===== src/design/pps_defs.svh =====
// Purpose: constants of the power port switch control block
// Assumes: 50 MHz system clock
// Notes:   included by the divider and top design files only
//
// Overview of operation
// - a high external enable input turns its own power port on
// - an enabled, untripped port drives all four supply pins of that port
// - port enable is commanded state OR external enable input
// - exceeding a port's current limit switches that port off
// - each port's indicator is lit exactly while the port is on
// - power-off input halts the supervisor's command and telemetry logic
// - low supervisor reset input resets the supervisor state
// - clock output carries processor clock through a postscale divider
// - undivided clock output source is the supervisor processor clock
// - clock pin can instead be a synchronisation input to the supervisor
// - clock output is off after reset, configured only by command
// - enabling the clock output leaves all other behaviour unchanged
// - supervisor is an I2C slave working at 100 kHz and 400 kHz
// - slave may stretch SCL low; master waits for its release
// - commands arrive over I2C; reads return timestamped telemetry
`ifndef PPS_DEFS_SVH
`define PPS_DEFS_SVH
`define PPS_NPORTS      5
`define PPS_NPINS       4
`define PPS_I2C_ADDR    7'h58
`define PPS_CLK_NS      20
`define PPS_STRETCH_NS  2000
`define PPS_STRETCH_CYC ((`PPS_STRETCH_NS + `PPS_CLK_NS - 1) / `PPS_CLK_NS)
`define PPS_RC_KHZ      15210
`define PPS_CMD_PORT    8'h01
`define PPS_CMD_CLK     8'h02
`define PPS_CFG_EN      7
`define PPS_CFG_IN      6
`define PPS_BITS_BYTE   4'h8
`define PPS_IDX_LAST    2'h3
`define PPS_SYNC_RST    15'h4003
`endif


===== src/design/pps_pkg.sv =====
// Purpose: shared types of the power port switch control block
// Assumes: nothing
// Notes:   i2c states are gray coded along the byte path
package pps_pkg;
  typedef enum logic [2:0] {
    PPS_IDLE = 3'h0,
    PPS_ADDR = 3'h1,
    PPS_AACK = 3'h3,
    PPS_WR   = 3'h2,
    PPS_WACK = 3'h6,
    PPS_RD   = 3'h7,
    PPS_RACK = 3'h5
  } pps_i2c_st_t;
  typedef logic [3:0] pps_div_sel_t;
  typedef logic [4:0] pps_port_t;
endpackage


===== src/design/pps_clk_if.sv =====
// Purpose: clock output configuration between control and divider
// Assumes: single clock domain
// Notes:   none
`timescale 1ns/1ns
interface pps_clk_if;
  logic                 en;
  logic                 in_mode;
  pps_pkg::pps_div_sel_t sel;
  logic                 sync_pulse;
  logic                 clk_out;
  modport ctl (output en, output in_mode, output sel, output sync_pulse, input clk_out);
  modport div (input en, input in_mode, input sel, input sync_pulse, output clk_out);
endinterface


===== src/design/pps_clkdiv.sv =====
// Purpose: power-of-two postscaler for the clock output pin
// Assumes: i_clk stands for the supervisor processor clock
// Notes:   divide by one gates the clock itself, so it may glitch on enable
`timescale 1ns/1ns
`include "pps_defs.svh"
module pps_clkdiv (
  // clock and reset
  input  wire logic i_clk,
  input  wire logic i_rst,
  // configuration
  pps_clk_if.div    cif
);
  import pps_pkg::*;

  logic [14:0] cnt_ff;
  logic [14:0] nxt_cnt;
  logic        div_ff;

  function automatic logic pps_tap(input logic [14:0] c, input pps_div_sel_t s);
    pps_tap = (s == 4'h0) ? 1'b0 : c[s - 4'h1];
  endfunction

  assign nxt_cnt = 15'(cnt_ff + 15'h1);

  // counter restarts on a sync edge so the output phase follows the input
  always_ff @(posedge i_clk or posedge i_rst) begin
    if (i_rst) begin
      cnt_ff <= 15'h0;
    end else if (!cif.en || cif.sync_pulse) begin
      cnt_ff <= 15'h0;
    end else begin
      cnt_ff <= nxt_cnt;
    end
  end

  always_ff @(posedge i_clk or posedge i_rst) begin
    if (i_rst) begin
      div_ff <= 1'b0;
    end else if (!cif.en || cif.in_mode || cif.sync_pulse) begin
      div_ff <= 1'b0;
    end else begin
      div_ff <= pps_tap(nxt_cnt, cif.sel);
    end
  end

  // divide by one takes the processor clock itself, other settings take div_ff
  assign cif.clk_out = (cif.sel == 4'h0) ? (i_clk & cif.en & ~cif.in_mode) : div_ff;
endmodule


===== src/design/pps_top.sv =====
// Purpose: power port switching, trip latches, i2c command slave, clock pin
// Assumes: all pin inputs are asynchronous to I_CLK
// Notes:   I_CLK stands in for the supervisor processor clock
`timescale 1ns/1ns
`include "pps_defs.svh"
module pps_top (
  // clock and reset
  input  wire logic              I_CLK,
  input  wire logic              I_RST,
  // supervisor control pins
  input  wire logic              I_RESET_N,
  input  wire logic              I_OFF_VCC,
  output logic                   O_SUPERVISOR_ACTIVE,
  // power ports
  input  wire logic              I_EXTERNAL_PORT_ENABLE_ONE,
  input  wire logic              I_EXTERNAL_PORT_ENABLE_TWO,
  input  wire logic              I_EXTERNAL_PORT_ENABLE_THREE,
  input  wire logic              I_EXTERNAL_PORT_ENABLE_FOUR,
  input  wire logic              I_EXTERNAL_PORT_ENABLE_FIVE,
  input  wire pps_pkg::pps_port_t I_PORT_OVERCURRENT,
  output logic [19:0]            O_SWITCHED_BATTERY_SUPPLY,
  output pps_pkg::pps_port_t     O_PORT_LED,
  // i2c slave pins
  input  wire logic              I_SCL,
  output logic                   O_SCL,
  output logic                   O_SCL_OE_N,
  input  wire logic              I_SDA,
  output logic                   O_SDA,
  output logic                   O_SDA_OE_N,
  // clock pin
  input  wire logic              I_CLK_PIN,
  output logic                   O_CLK_PIN,
  output logic                   O_CLK_PIN_OE_N
);
  import pps_pkg::*;

  logic [14:0]  s1_ff;
  logic [14:0]  s2_ff;
  logic [14:0]  pin_raw;
  logic         rst_n_s, off_s, scl_s, sda_s, ckp_s;
  pps_port_t    ext_s, oc_s;
  logic         scl_prev_ff, sda_prev_ff, ckp_prev_ff;
  logic         scl_rise, scl_fall, start, stop, ev_ok, sup_clr;
  pps_port_t    cmd_ff, trip_ff, pwr_ff, en_prev_ff;
  pps_port_t    en_eff, en_rise, nxt_trip;
  pps_i2c_st_t  st_ff;
  logic [3:0]   bit_ff;
  logic [7:0]   sh_ff;
  logic [7:0]   op_ff;
  logic         rw_ff, ack_ok_ff, sda_lo_ff;
  logic [1:0]   idx_ff;
  logic [6:0]   str_ff;
  logic [23:0]  ts_ff;
  logic [23:0]  snap_ff;
  logic [7:0]   tlm_byte;
  logic         addr_hit, wr_done, rd_load;
  logic         ck_en_ff, ck_in_ff;
  pps_div_sel_t ck_sel_ff;

  pps_clk_if cif ();

  function automatic logic [7:0] pps_tlm(input logic [1:0] i, input logic [23:0] t,
                                         input pps_port_t p);
    unique case (i)
      2'h0: pps_tlm = t[23:16];
      2'h1: pps_tlm = t[15:8];
      2'h2: pps_tlm = t[7:0];
      2'h3: pps_tlm = {3'h0, p};
    endcase
  endfunction

  function automatic logic [19:0] pps_expand(input pps_port_t p);
    for (int k = 0; k < `PPS_NPORTS; k++) begin
      pps_expand[k*`PPS_NPINS +: `PPS_NPINS] = {`PPS_NPINS{p[k]}};
    end
  endfunction

  // read byte is picked before the load so its msb leaves with it
  assign tlm_byte = pps_tlm(idx_ff, snap_ff, pwr_ff);

  // two stage synchroniser for every pin input
  assign pin_raw = {I_RESET_N, I_OFF_VCC, I_EXTERNAL_PORT_ENABLE_FIVE,
                    I_EXTERNAL_PORT_ENABLE_FOUR, I_EXTERNAL_PORT_ENABLE_THREE,
                    I_EXTERNAL_PORT_ENABLE_TWO, I_EXTERNAL_PORT_ENABLE_ONE,
                    I_PORT_OVERCURRENT, I_CLK_PIN, I_SCL, I_SDA};
  always_ff @(posedge I_CLK or posedge I_RST) begin
    if (I_RST) begin
      s1_ff <= `PPS_SYNC_RST;
      s2_ff <= `PPS_SYNC_RST;
    end else begin
      s1_ff <= pin_raw;
      s2_ff <= s1_ff;
    end
  end
  assign {rst_n_s, off_s, ext_s, oc_s, ckp_s, scl_s, sda_s} = s2_ff;

  always_ff @(posedge I_CLK or posedge I_RST) begin
    if (I_RST) begin
      scl_prev_ff <= 1'b1;
      sda_prev_ff <= 1'b1;
      ckp_prev_ff <= 1'b0;
    end else begin
      scl_prev_ff <= scl_s;
      sda_prev_ff <= sda_s;
      ckp_prev_ff <= ckp_s;
    end
  end

  assign sup_clr  = ~rst_n_s | off_s;
  assign scl_rise = scl_s & ~scl_prev_ff;
  assign scl_fall = ~scl_s & scl_prev_ff;
  assign start    = scl_s & scl_prev_ff & sda_prev_ff & ~sda_s;
  assign stop     = scl_s & scl_prev_ff & ~sda_prev_ff & sda_s;
  assign ev_ok    = ~sup_clr & ~start & ~stop;

  // port enable and trip latch; a trip in the same cycle as an enable edge wins
  assign en_eff   = cmd_ff | ext_s;
  assign en_rise  = en_eff & ~en_prev_ff;
  assign nxt_trip = (trip_ff & ~en_rise) | (oc_s & en_eff);

  always_ff @(posedge I_CLK or posedge I_RST) begin
    if (I_RST) begin
      en_prev_ff <= 5'h0;
      trip_ff    <= 5'h0;
      pwr_ff     <= 5'h0;
    end else begin
      en_prev_ff <= en_eff;
      trip_ff    <= nxt_trip;
      pwr_ff     <= en_eff & ~nxt_trip;
    end
  end
  assign O_SWITCHED_BATTERY_SUPPLY = pps_expand(pwr_ff);
  assign O_PORT_LED                = pwr_ff;
  assign O_SUPERVISOR_ACTIVE       = ~sup_clr;

  // i2c byte engine
  assign addr_hit = sh_ff[7:1] == `PPS_I2C_ADDR;
  assign wr_done  = ev_ok & scl_fall & (st_ff == PPS_WR) & (bit_ff == `PPS_BITS_BYTE);
  assign rd_load  = ev_ok & scl_fall & (((st_ff == PPS_AACK) & rw_ff)
                  | ((st_ff == PPS_RACK) & ack_ok_ff));

  always_ff @(posedge I_CLK or posedge I_RST) begin
    if (I_RST) begin
      st_ff     <= PPS_IDLE;
      bit_ff    <= 4'h0;
      sh_ff     <= 8'h0;
      rw_ff     <= 1'b0;
      ack_ok_ff <= 1'b0;
      sda_lo_ff <= 1'b0;
      idx_ff    <= 2'h0;
    end else if (sup_clr || stop) begin
      st_ff     <= PPS_IDLE;
      sda_lo_ff <= 1'b0;
    end else if (start) begin
      st_ff     <= PPS_ADDR;
      bit_ff    <= 4'h0;
      idx_ff    <= 2'h0;
      sda_lo_ff <= 1'b0;
    end else if (scl_rise) begin
      if (st_ff == PPS_ADDR || st_ff == PPS_WR) begin
        sh_ff  <= {sh_ff[6:0], sda_s};
        bit_ff <= 4'(bit_ff + 4'h1);
      end
      if (st_ff == PPS_RACK) begin
        ack_ok_ff <= ~sda_s;
      end
    end else if (rd_load) begin
      st_ff     <= PPS_RD;
      sh_ff     <= tlm_byte;
      sda_lo_ff <= ~tlm_byte[7];
      bit_ff    <= 4'h1;
      idx_ff    <= (idx_ff == `PPS_IDX_LAST) ? idx_ff : 2'(idx_ff + 2'h1);
    end else if (scl_fall) begin
      unique case (st_ff)
        PPS_IDLE: begin
        end
        PPS_ADDR: begin
          if (bit_ff == `PPS_BITS_BYTE) begin
            st_ff     <= addr_hit ? PPS_AACK : PPS_IDLE;
            sda_lo_ff <= addr_hit;
            rw_ff     <= sh_ff[0];
            bit_ff    <= 4'h0;
          end
        end
        PPS_AACK, PPS_WACK: begin
          st_ff     <= PPS_WR;
          sda_lo_ff <= 1'b0;
        end
        PPS_WR: begin
          if (bit_ff == `PPS_BITS_BYTE) begin
            st_ff     <= PPS_WACK;
            sda_lo_ff <= 1'b1;
            bit_ff    <= 4'h0;
            idx_ff    <= (idx_ff == `PPS_IDX_LAST) ? idx_ff : 2'(idx_ff + 2'h1);
          end
        end
        PPS_RD: begin
          if (bit_ff == `PPS_BITS_BYTE) begin
            st_ff     <= PPS_RACK;
            sda_lo_ff <= 1'b0;
            bit_ff    <= 4'h0;
          end else begin
            sda_lo_ff <= ~sh_ff[6];
            sh_ff     <= {sh_ff[6:0], 1'b0};
            bit_ff    <= 4'(bit_ff + 4'h1);
          end
        end
        PPS_RACK: begin
          st_ff <= PPS_IDLE;
        end
        default: begin
          st_ff <= PPS_IDLE;
        end
      endcase
    end
  end

  // stretch after each address and write ack so command handling never overruns
  always_ff @(posedge I_CLK or posedge I_RST) begin
    if (I_RST) begin
      str_ff <= 7'h0;
    end else if (sup_clr) begin
      str_ff <= 7'h0;
    end else if (ev_ok && scl_fall && (st_ff == PPS_AACK || st_ff == PPS_WACK)) begin
      str_ff <= 7'(`PPS_STRETCH_CYC);
    end else if (str_ff != 7'h0) begin
      str_ff <= 7'(str_ff - 7'h1);
    end
  end

  // timestamp and snapshot, taken whenever the own address is matched, read or write
  always_ff @(posedge I_CLK or posedge I_RST) begin
    if (I_RST) begin
      ts_ff   <= 24'h0;
      snap_ff <= 24'h0;
    end else begin
      ts_ff <= 24'(ts_ff + 24'h1);
      if (ev_ok && scl_fall && st_ff == PPS_ADDR && bit_ff == `PPS_BITS_BYTE && addr_hit) begin
        snap_ff <= ts_ff;
      end
    end
  end

  // command decode: first byte is the opcode, second the argument
  always_ff @(posedge I_CLK or posedge I_RST) begin
    if (I_RST) begin
      op_ff     <= 8'h0;
      cmd_ff    <= 5'h0;
      ck_en_ff  <= 1'b0;
      ck_in_ff  <= 1'b0;
      ck_sel_ff <= 4'h0;
    end else if (sup_clr) begin
      cmd_ff    <= 5'h0;
      ck_en_ff  <= 1'b0;
      ck_in_ff  <= 1'b0;
      ck_sel_ff <= 4'h0;
    end else if (wr_done && idx_ff == 2'h0) begin
      op_ff <= sh_ff;
    end else if (wr_done && idx_ff == 2'h1 && op_ff == `PPS_CMD_PORT) begin
      cmd_ff <= sh_ff[4:0];
    end else if (wr_done && idx_ff == 2'h1 && op_ff == `PPS_CMD_CLK) begin
      ck_en_ff  <= sh_ff[`PPS_CFG_EN];
      ck_in_ff  <= sh_ff[`PPS_CFG_IN];
      ck_sel_ff <= sh_ff[3:0];
    end
  end

  assign cif.en         = ck_en_ff;
  assign cif.in_mode    = ck_in_ff;
  assign cif.sel        = ck_sel_ff;
  assign cif.sync_pulse = ck_en_ff & ck_in_ff & ckp_s & ~ckp_prev_ff;

  pps_clkdiv u_div (
    .i_clk (I_CLK),
    .i_rst (I_RST),
    .cif   (cif)
  );

  assign O_CLK_PIN      = cif.clk_out;
  assign O_CLK_PIN_OE_N = ~(ck_en_ff & ~ck_in_ff);
  assign O_SCL          = 1'b0;
  assign O_SCL_OE_N     = (str_ff == 7'h0);
  assign O_SDA          = 1'b0;
  assign O_SDA_OE_N     = ~sda_lo_ff;
endmodule


===== config.mk =====
export PLATFORM = sky130hd
export DESIGN_NAME = pps_top
export DESIGN_NICKNAME = d
export VERILOG_FILES = /design/src/design/pps_pkg.sv /design/src/design/pps_clk_if.sv /design/src/design/pps_clkdiv.sv /design/src/design/pps_top.sv
export VERILOG_INCLUDE_DIRS = /design/src /design/src/design
export SDC_FILE = /design/constraint.sdc
export NUM_CORES = 1
export LEC_CHECK = 0
export BUFFER_PORTS_ARGS = -buffer_cell sky130_fd_sc_hd__buf_2
export CORE_MARGIN = 2
export CORE_UTILIZATION = 63
export CTS_BUF_LIST = sky130_fd_sc_hd__clkbuf_8
export CTS_CLUSTER_DIAMETER = 60
export CTS_CLUSTER_SIZE = 40
export DETAILED_ROUTE_END_ITERATION = 16
export PLACE_DENSITY = 0.83
export SKIP_CTS_REPAIR_TIMING = 1
export SLEW_MARGIN = 5
export SYNTH_ARGS = -nofsm -noshare
export SYNTH_HDL_FRONTEND = slang
export SYNTH_SLANG_ARGS = --single-unit

===== constraint.sdc =====
create_clock -name I_CLK -period 5.7 [get_ports I_CLK]
set_clock_uncertainty 0.2 [all_clocks]
set_input_delay 0 -clock I_CLK [delete_from_list [all_inputs] [get_ports I_CLK]]
set_output_delay 0 -clock I_CLK [all_outputs]
set_load 0.01 [all_outputs]

==> summary.md, run 1 <==
| Metric | Value |
|---|---|
| Top cell type's share of synthesized area | `51.7%` |
| Via density | `5.82` |
| Worst vdd ir | `316 uV` |
| Worst EP required | `5.50 ns` |
| First-pass GRT wire length | `24.4 mm` |
| Vias in the first global route | `5040` |
| Width of the die | `111 um` |
| Startpoint Class | `clock port` |
| Status | `complete, but fails checks` |
| Cell area after synthesis | `7260 um^2` |
| Fillers | `767` |
| Largest net degree at the start of global routing | `99` |
| Fin. Hold Viols | `35` |
| Register-to-register setup slack | `2.81 ns` |
| Buffers on Ports | `46` |
| Layout cells sized above 1 | `17.7%` |
| Worst setup EP type | `primary output` |
| Crit-path max FO | `2` |
| Num ports | `49` |
| Die Footprint | `12400 um^2` |
| Fin Setup TNS | `0 ns` |
| Crit path DAT | `3.38 ns` |
| Placer's final routability congestion estimate | `0.897` |
| Clk_lat worst skew | `0.56 ns` |
| Sequential area share after synthesis | `54.6%` |
| Largest cells by area after synthesis | `dfrtp_1 (52%), mux2_2 (4.8%), xnor2_1 (3.3%)` |
| Max-Cap Viols | `0` |
| Post-synthesis register bit count | `158` |
| Clock-pin transition on the worst setup and hold timing paths | `0.08 ns` |
| Layout Nets | `754` |
| Critical path class | `clk -> out` |
| Placement Rows | `39` |
| Leading area contributor after synthesis | `dfrtp_1` |
| Initial antenna violation count | `0` |
| TritonRoute pass-1 iters | `4` |
| Max_slew headroom | `26.6%` |
| Mapped Cells | `663` |
| Antenna diodes | `0` |
| Count of final setup violators | `0` |
| Core ar. | `11300 um^2` |
| Tot Pwr | `2.54 mW` |
| WL/cell | `17.0 um` |
| GRT overflow | `0` |
| DR iter-0 viols | `294` |
| Fin. max-slew vios | `0` |
| Residual DRC | `0` |
| Dpl hpwl | `9.58 mm` |
| Ys Warns | `0` |
| P per Cell Area | `309 nW/um^2` |
| Hold Crit Class | `in -> async` |
| Area grow syn2layout | `12.9%` |
| Post-layout util | `72.4%` |
| Drt total wl | `14.9 mm` |
| Gr usage total | `24.8%` |
| Vias | `5100` |
| Initial Utilization | `64.2%` |
| Top_reg_cell synth | `dfrtp_1` |
| Async set-reset flop share out of synthesis | `100%` |
| EDFF count, synth | `0` |
| LEAKAGE | `3.80 nW` |
| Chip height | `111 um` |
| Hold Slack | `-0.0177 ns` |
| Synthesized area per cell | `11.0 um^2` |
| Worst-Margin Slew | `1.09 ns` |
| TritonCTS clock tree | `done` |
| RSZ-0062 raised after global routing | `no` |
| Unique cell type count in the Yosys netlist | `65` |
| Failing checks | `negative hold slack` |
| Post-route ant nets | `0` |
## logic make-up (layout without fill, tap and decap cells)
group / count (synthesis) / count (layout) / synth area share [%]
flip-flops: 158 / 158 / 54.6
XOR/XNOR: 44 / 44 / 5.31
AND/OR/NAND/NOR: 214 / 214 / 15.0
other: 1 / 2 / 0.0516
multiplexers: 48 / 48 / 7.15
AO/OA/AOI/OAI: 110 / 110 / 10.1
adder cells (fa/ha/maj): 16 / 16 / 2.72
buffers and inverters: 72 / 141 / 5.06
## report_power, final
part | switching (mW) | leakage (nW) | internal, mW
Combinational | 0.207 | 1.50 | 0.149
Clock | 0.429 | 0.244 | 0.503
Sequential | 0.0682 | 2.06 | 1.18
## layer usage
layer	vias to the layer above	wire [um]	share of wire, %	GRT usage, %
met5	-	0	0	0
met4	0	299	2.0	10.6
met3	28	792	5.3	7.02
met2	168	7380	49	38.3
met1	2510	6450	43	33.3
li1	2394	-	-	-
## sequential cells by signal, summed over array words and instances, names as in the netlist, 2 cells and up
register / count
idx_ff: 2
en_prev_ff: 5
u_div.cnt_ff: 15
str_ff: 7
cmd_ff: 5
op_ff: 8
ts_ff: 24
st_ff: 3
bit_ff: 4
snap_ff: 24
cif.sel: 4
O_PORT_LED: 5
sh_ff: 8
s2_ff: 15
s1_ff: 15
trip_ff: 5
## critical path, stage by stage
cell and delay (ns):
clkbuf_8 0.11, clkbuf_8 0.12, nand2_1 0.05, o21ai_0 0.09, buf_2 0.15
## layout by cell type, fill, tap and decap left out, types with 5 or more instances in the layout
cell / count
a21oi_1: 30
a22o_1: 5
nand4_1: 5
xor2_1: 17
buf_2: 46
xnor2_1: 27
ha_1: 15
clkbuf_8: 22
a22oi_1: 5
and3_1: 13
o21ai_0: 29
dfrtp_1: 150
nand3_1: 24
a222oi_1: 5
nor2_1: 61
mux2i_1: 17
nor3_1: 12
inv_1: 29
nand2_1: 58
dlygate4sd3_1: 31
dfstp_2: 8
mux2_2: 31
## final timing paths
check                      startpoint         endpoint  cells past startpoint
max                             I_CLK        O_CLK_PIN                      5
min                             I_RST  u_div.cnt_ff[1]                      3
max reg2reg                  s2_ff[1]      snap_ff[15]                      7
min reg2reg                  s1_ff[4]         s2_ff[4]                      0
max in group asynchronous       I_RST    en_prev_ff[4]                      4
min in group I_CLK           s1_ff[4]         s2_ff[4]                      0
## synthesized netlist by cell type (3+ instances only)
cell type / number
nand2b_1: 3
nand4_1: 5
mux2_2: 31
a22oi_1: 5
o21ai_0: 29
xnor2_1: 27
mux2i_1: 17
dfrtp_1: 150
inv_1: 30
nor3b_1: 3
a31oi_1: 3
a21oi_1: 30
xor2_1: 17
a21o_1: 3
dfstp_2: 8
and2_1: 3
a211oi_1: 4
a22o_1: 5
a222oi_1: 5
nor3_1: 12
nand2_1: 58
and3_1: 13
buf_4: 24
ha_1: 15
and4_1: 4
nand3b_1: 4
o21a_1: 3
nor4_1: 3
nor2_1: 61
clkbuf_1: 12
buf_2: 6
o221ai_1: 3
o211ai_1: 3
nand3_1: 24
or3_1: 4
## stage by stage
stage / cells / setup slack [ns] / area [um^2]
floorplan: 664 / 1.25 / 7270
global route: 876 / 2.08 / 8200
detailed placement: 812 / 2.43 / 7430
global placement: 812 / 2.43 / 7430
finish: 876 / 2.12 / 8200
CTS: 845 / 2.10 / 7890
## cell type report
| class | count | area, um^2 | share of cell area [%] |
|---|---|---|---|
| multi-input combinational | 434 | 2940 | 35.8 |
| clock buffer | 23 | 308 | 3.75 |
| timing repair buffer | 77 | 543 | 6.62 |
| tap | 143 | 179 | 2.18 |
| sequential | 158 | 3960 | 48.3 |
| clock inverter | 11 | 155 | 1.89 |
| inverter | 30 | 118 | 1.43 |
No activity file was read; power rests on OpenSTA's default activity.
==> inputs of run 2 (changes only) <==
- ABC_AREA: unset -> 1
- CORE_UTILIZATION: 63 -> 57
- PLACE_DENSITY: 0.83 -> 0.79
- clock period: 5.7 -> 3.16 ns (I/O delays scaled with it)
==> run 2 against run 1 <==
Compared with the run above:
- the flow still finishes with violations (negative hold slack)
- count of clock-buffer cells in the layout decreased by 1
- synthesized area increased by 1.6%
- highest routed layer unchanged
- die area increased by 12%
- largest cell class unchanged
- largest power group unchanged
==> summary.md, run 2 <==
| Metric | Value |
|---|---|
| Unique cell type count in the Yosys netlist | `41 (-37%)` |
| Layout Nets | `944 (+25%)` |
| Fmax | `0.403 GHz` |
| Tot Pwr | `4.14 mW (+63%)` |
| Ys Warns | `0 (unchanged)` |
| Worst vdd ir | `464 uV (+47%)` |
| Crit path DAT | `2.71 ns (-0.67 ns)` |
| Worst EP required | `3.39 ns (-2.11 ns)` |
| Largest cells by area after synthesis | `dfrtp_1 (51%), nand2_1 (10%), nand3_1 (5.0%)` |
| Fin crit share | `78.5%` |
| Chip height | `118 um (+5.7%)` |
| Num ports | `49 (unchanged)` |
| Startpoint Class | `register` |
| Async set-reset flop share out of synthesis | `100% (unchanged)` |
| Minimum clock period | `2.48 ns` |
| GRT overflow | `0 (unchanged)` |
| Top_reg_cell synth | `dfrtp_1` |
| Core ar. | `12600 um^2 (+11%)` |
| Gr usage total | `22.6% (-2.2 points)` |
| Leading area contributor after synthesis | `dfrtp_1` |
| Max-Cap Viols | `0 (unchanged)` |
| RSZ-0062 raised after global routing | `no` |
| Count of final setup violators | `0 (unchanged)` |
| Clock-pin transition on the worst setup and hold timing paths | `0.09 ns (about the same)` |
| Sequential area share after synthesis | `53.7% (-0.83 points)` |
| Status | `complete, but fails checks` |
| Placer's final routability congestion estimate | `0.929 (+3.5%)` |
| Area grow syn2layout | `13.7%` |
| Vias | `5669 (+11%)` |
| Dpl hpwl | `10.2 mm (+6.7%)` |
| P per Cell Area | `494 nW/um^2 (+60%)` |
| Largest net degree at the start of global routing | `159 (+61%)` |
| EDFF count, synth | `0 (unchanged)` |
| Clk_lat worst skew | `0.57 ns (about the same)` |
| Worst setup EP type | `register` |
| Placement Rows | `41 (+5.1%)` |
| Failing checks | `negative hold slack` |
| Fin. Hold Viols | `13 (-63%)` |
| Width of the die | `118 um (+5.7%)` |
| Die Footprint | `13900 um^2 (+12%)` |
| Synth top cells by count | `nand2_1 (202), dfrtp_1 (150), inv_1 (92), nor2_1 (81), nand3_1 (74)` |
| Fin Setup TNS | `0 ns (unchanged)` |
| Critical path class | `reg -> reg` |
| TritonCTS clock tree | `done` |
| Post-layout util | `66.5% (-6.0 points)` |
| Crit-path max FO | `19 (+17)` |
| Vias in the first global route | `5278 (+4.7%)` |
| WL/cell | `13.9 um (-18%)` |
| TritonRoute pass-1 iters | `5 (+1)` |
| Leading cell type in the layout, fill and taps excluded | `nand2_1` |
| Hold Crit Class | `in -> async` |
| Initial antenna violation count | `0 (unchanged)` |
| Worst-Margin Slew | `0.832 ns (-0.261 ns)` |
| Most common cell in the netlist | `nand2_1` |
| Largest registers | `snap_ff x24, ts_ff x24` |
| Layout cells sized above 1 | `12.2% (-5.5 points)` |
| Via density | `5.17 (-11%)` |
| Post-route ant nets | `0 (unchanged)` |
| Synthesized area per cell | `8.73 um^2 (-20%)` |
| Residual DRC | `0 (unchanged)` |
| LEAKAGE | `4.00 nW (+5.1%)` |
| Initial Utilization | `58.4% (-5.7 points)` |
| Buffers on Ports | `46 (unchanged)` |
| Post-synthesis register bit count | `158 (unchanged)` |
| Top cell type's share of synthesized area | `50.9% (-0.79 points)` |
| DR iter-0 viols | `456 (+55%)` |
| Hold Slack | `-0.0345 ns (-0.0168 ns)` |
| Mapped Cells | `845 (+27%)` |
| Fin. max-slew vios | `0 (unchanged)` |
| Cell area after synthesis | `7380 um^2 (+1.6%)` |
| Most frequent cells in the layout | `nand2_1 (202), dfrtp_1 (150), inv_1 (92)` |
| Antenna diodes | `0 (unchanged)` |
| Drt total wl | `15.3 mm (+2.4%)` |
| Max_slew headroom | `44.5% (+18 points)` |
| First-pass GRT wire length | `24.9 mm (+1.8%)` |
[run 2: layout make-up]
| cell class | count | area (um^2) |
|---|---|---|
| flip-flops and latches | 158 | 3960 |
| clock buffers | 22 | 294 |
| inverters | 93 | 353 |
| repair buffers | 81 | 586 |
| fillers | 1003 | 4230 |
| well taps | 172 | 215 |
| multi-input cells | 557 | 2820 |
| clock inverters | 14 | 155 |
[run 2: logic make-up after synthesis]
logic type               Yosys count  synth area share (%)
AND/OR/NAND/NOR                  400                  23.3
flip-flops                       158                  53.7
buffers and inverters            131                  8.07
AO/OA/AOI/OAI                    107                  7.87
XOR/XNOR                          26                  3.09
adder cells (fa/ha/maj)           15                  2.54
multiplexers                       7                  1.37
other                              1                0.0508
[run 2: routing by layer]
| layer | routed length, um | up-vias | GRT usage [%] |
|---|---|---|---|
| met3 | 706 | 25 | 5.77 |
| li1 | - | 2838 | - |
| met1 | 6850 | 2658 | 30.3 |
| met5 | 0 | - | 0 |
| met2 | 7460 | 148 | 34.9 |
| met4 | 259 | 0 | 9.94 |
[run 2: path summary, 6_finish.rpt]
path / from / end / slack, ns / depth (start not counted)
max: s2_ff[14] / sh_ff[3] / 0.68 / 9
min: I_RST / s1_ff[7] / -0.03 / 4
min in group I_CLK: s1_ff[11] / s2_ff[11] / 0.15 / 0
min reg2reg: s1_ff[11] / s2_ff[11] / 0.15 / 0
max reg2reg: s2_ff[14] / sh_ff[3] / 0.68 / 9
max in group asynchronous: I_RST / snap_ff[22] / 2.14 / 4
[run 2: per-stage QoR]
step / area (um^2) / hold slack (ns) / instances / setup WS, ns
after detailed placement: 7630 / -0.0935 / 1031 / 0.724
final: 8390 / -0.0345 / 1097 / 0.680
after global routing: 8390 / 0.0993 / 1097 / 0.429
after global placement: 7630 / -0.0952 / 1031 / 0.765
after floorplan: 7380 / -0.196 / 846 / 0.966
after CTS: 8080 / -0.699 / 1066 / 0.708
[run 2: critical path, stage by stage, from the launching register on]
cell     delay [ns]
dfstp_2        0.52
inv_1          0.08
nor2_8         0.24
nand2_4        0.13
nor2_4         0.14
nand2_1        0.27
o21ai_0        0.21
nand3_1        0.11
nor2_1         0.29
o21ai_0        0.14
[run 2: where the power goes]
part	total [mW]	internal [mW]	switching, mW	leakage [nW]
clock	1.60	0.815	0.786	0.230
combinational	0.392	0.153	0.239	1.69
sequential	2.15	2.09	0.0541	2.07
total	4.14	3.06	1.08	4.00
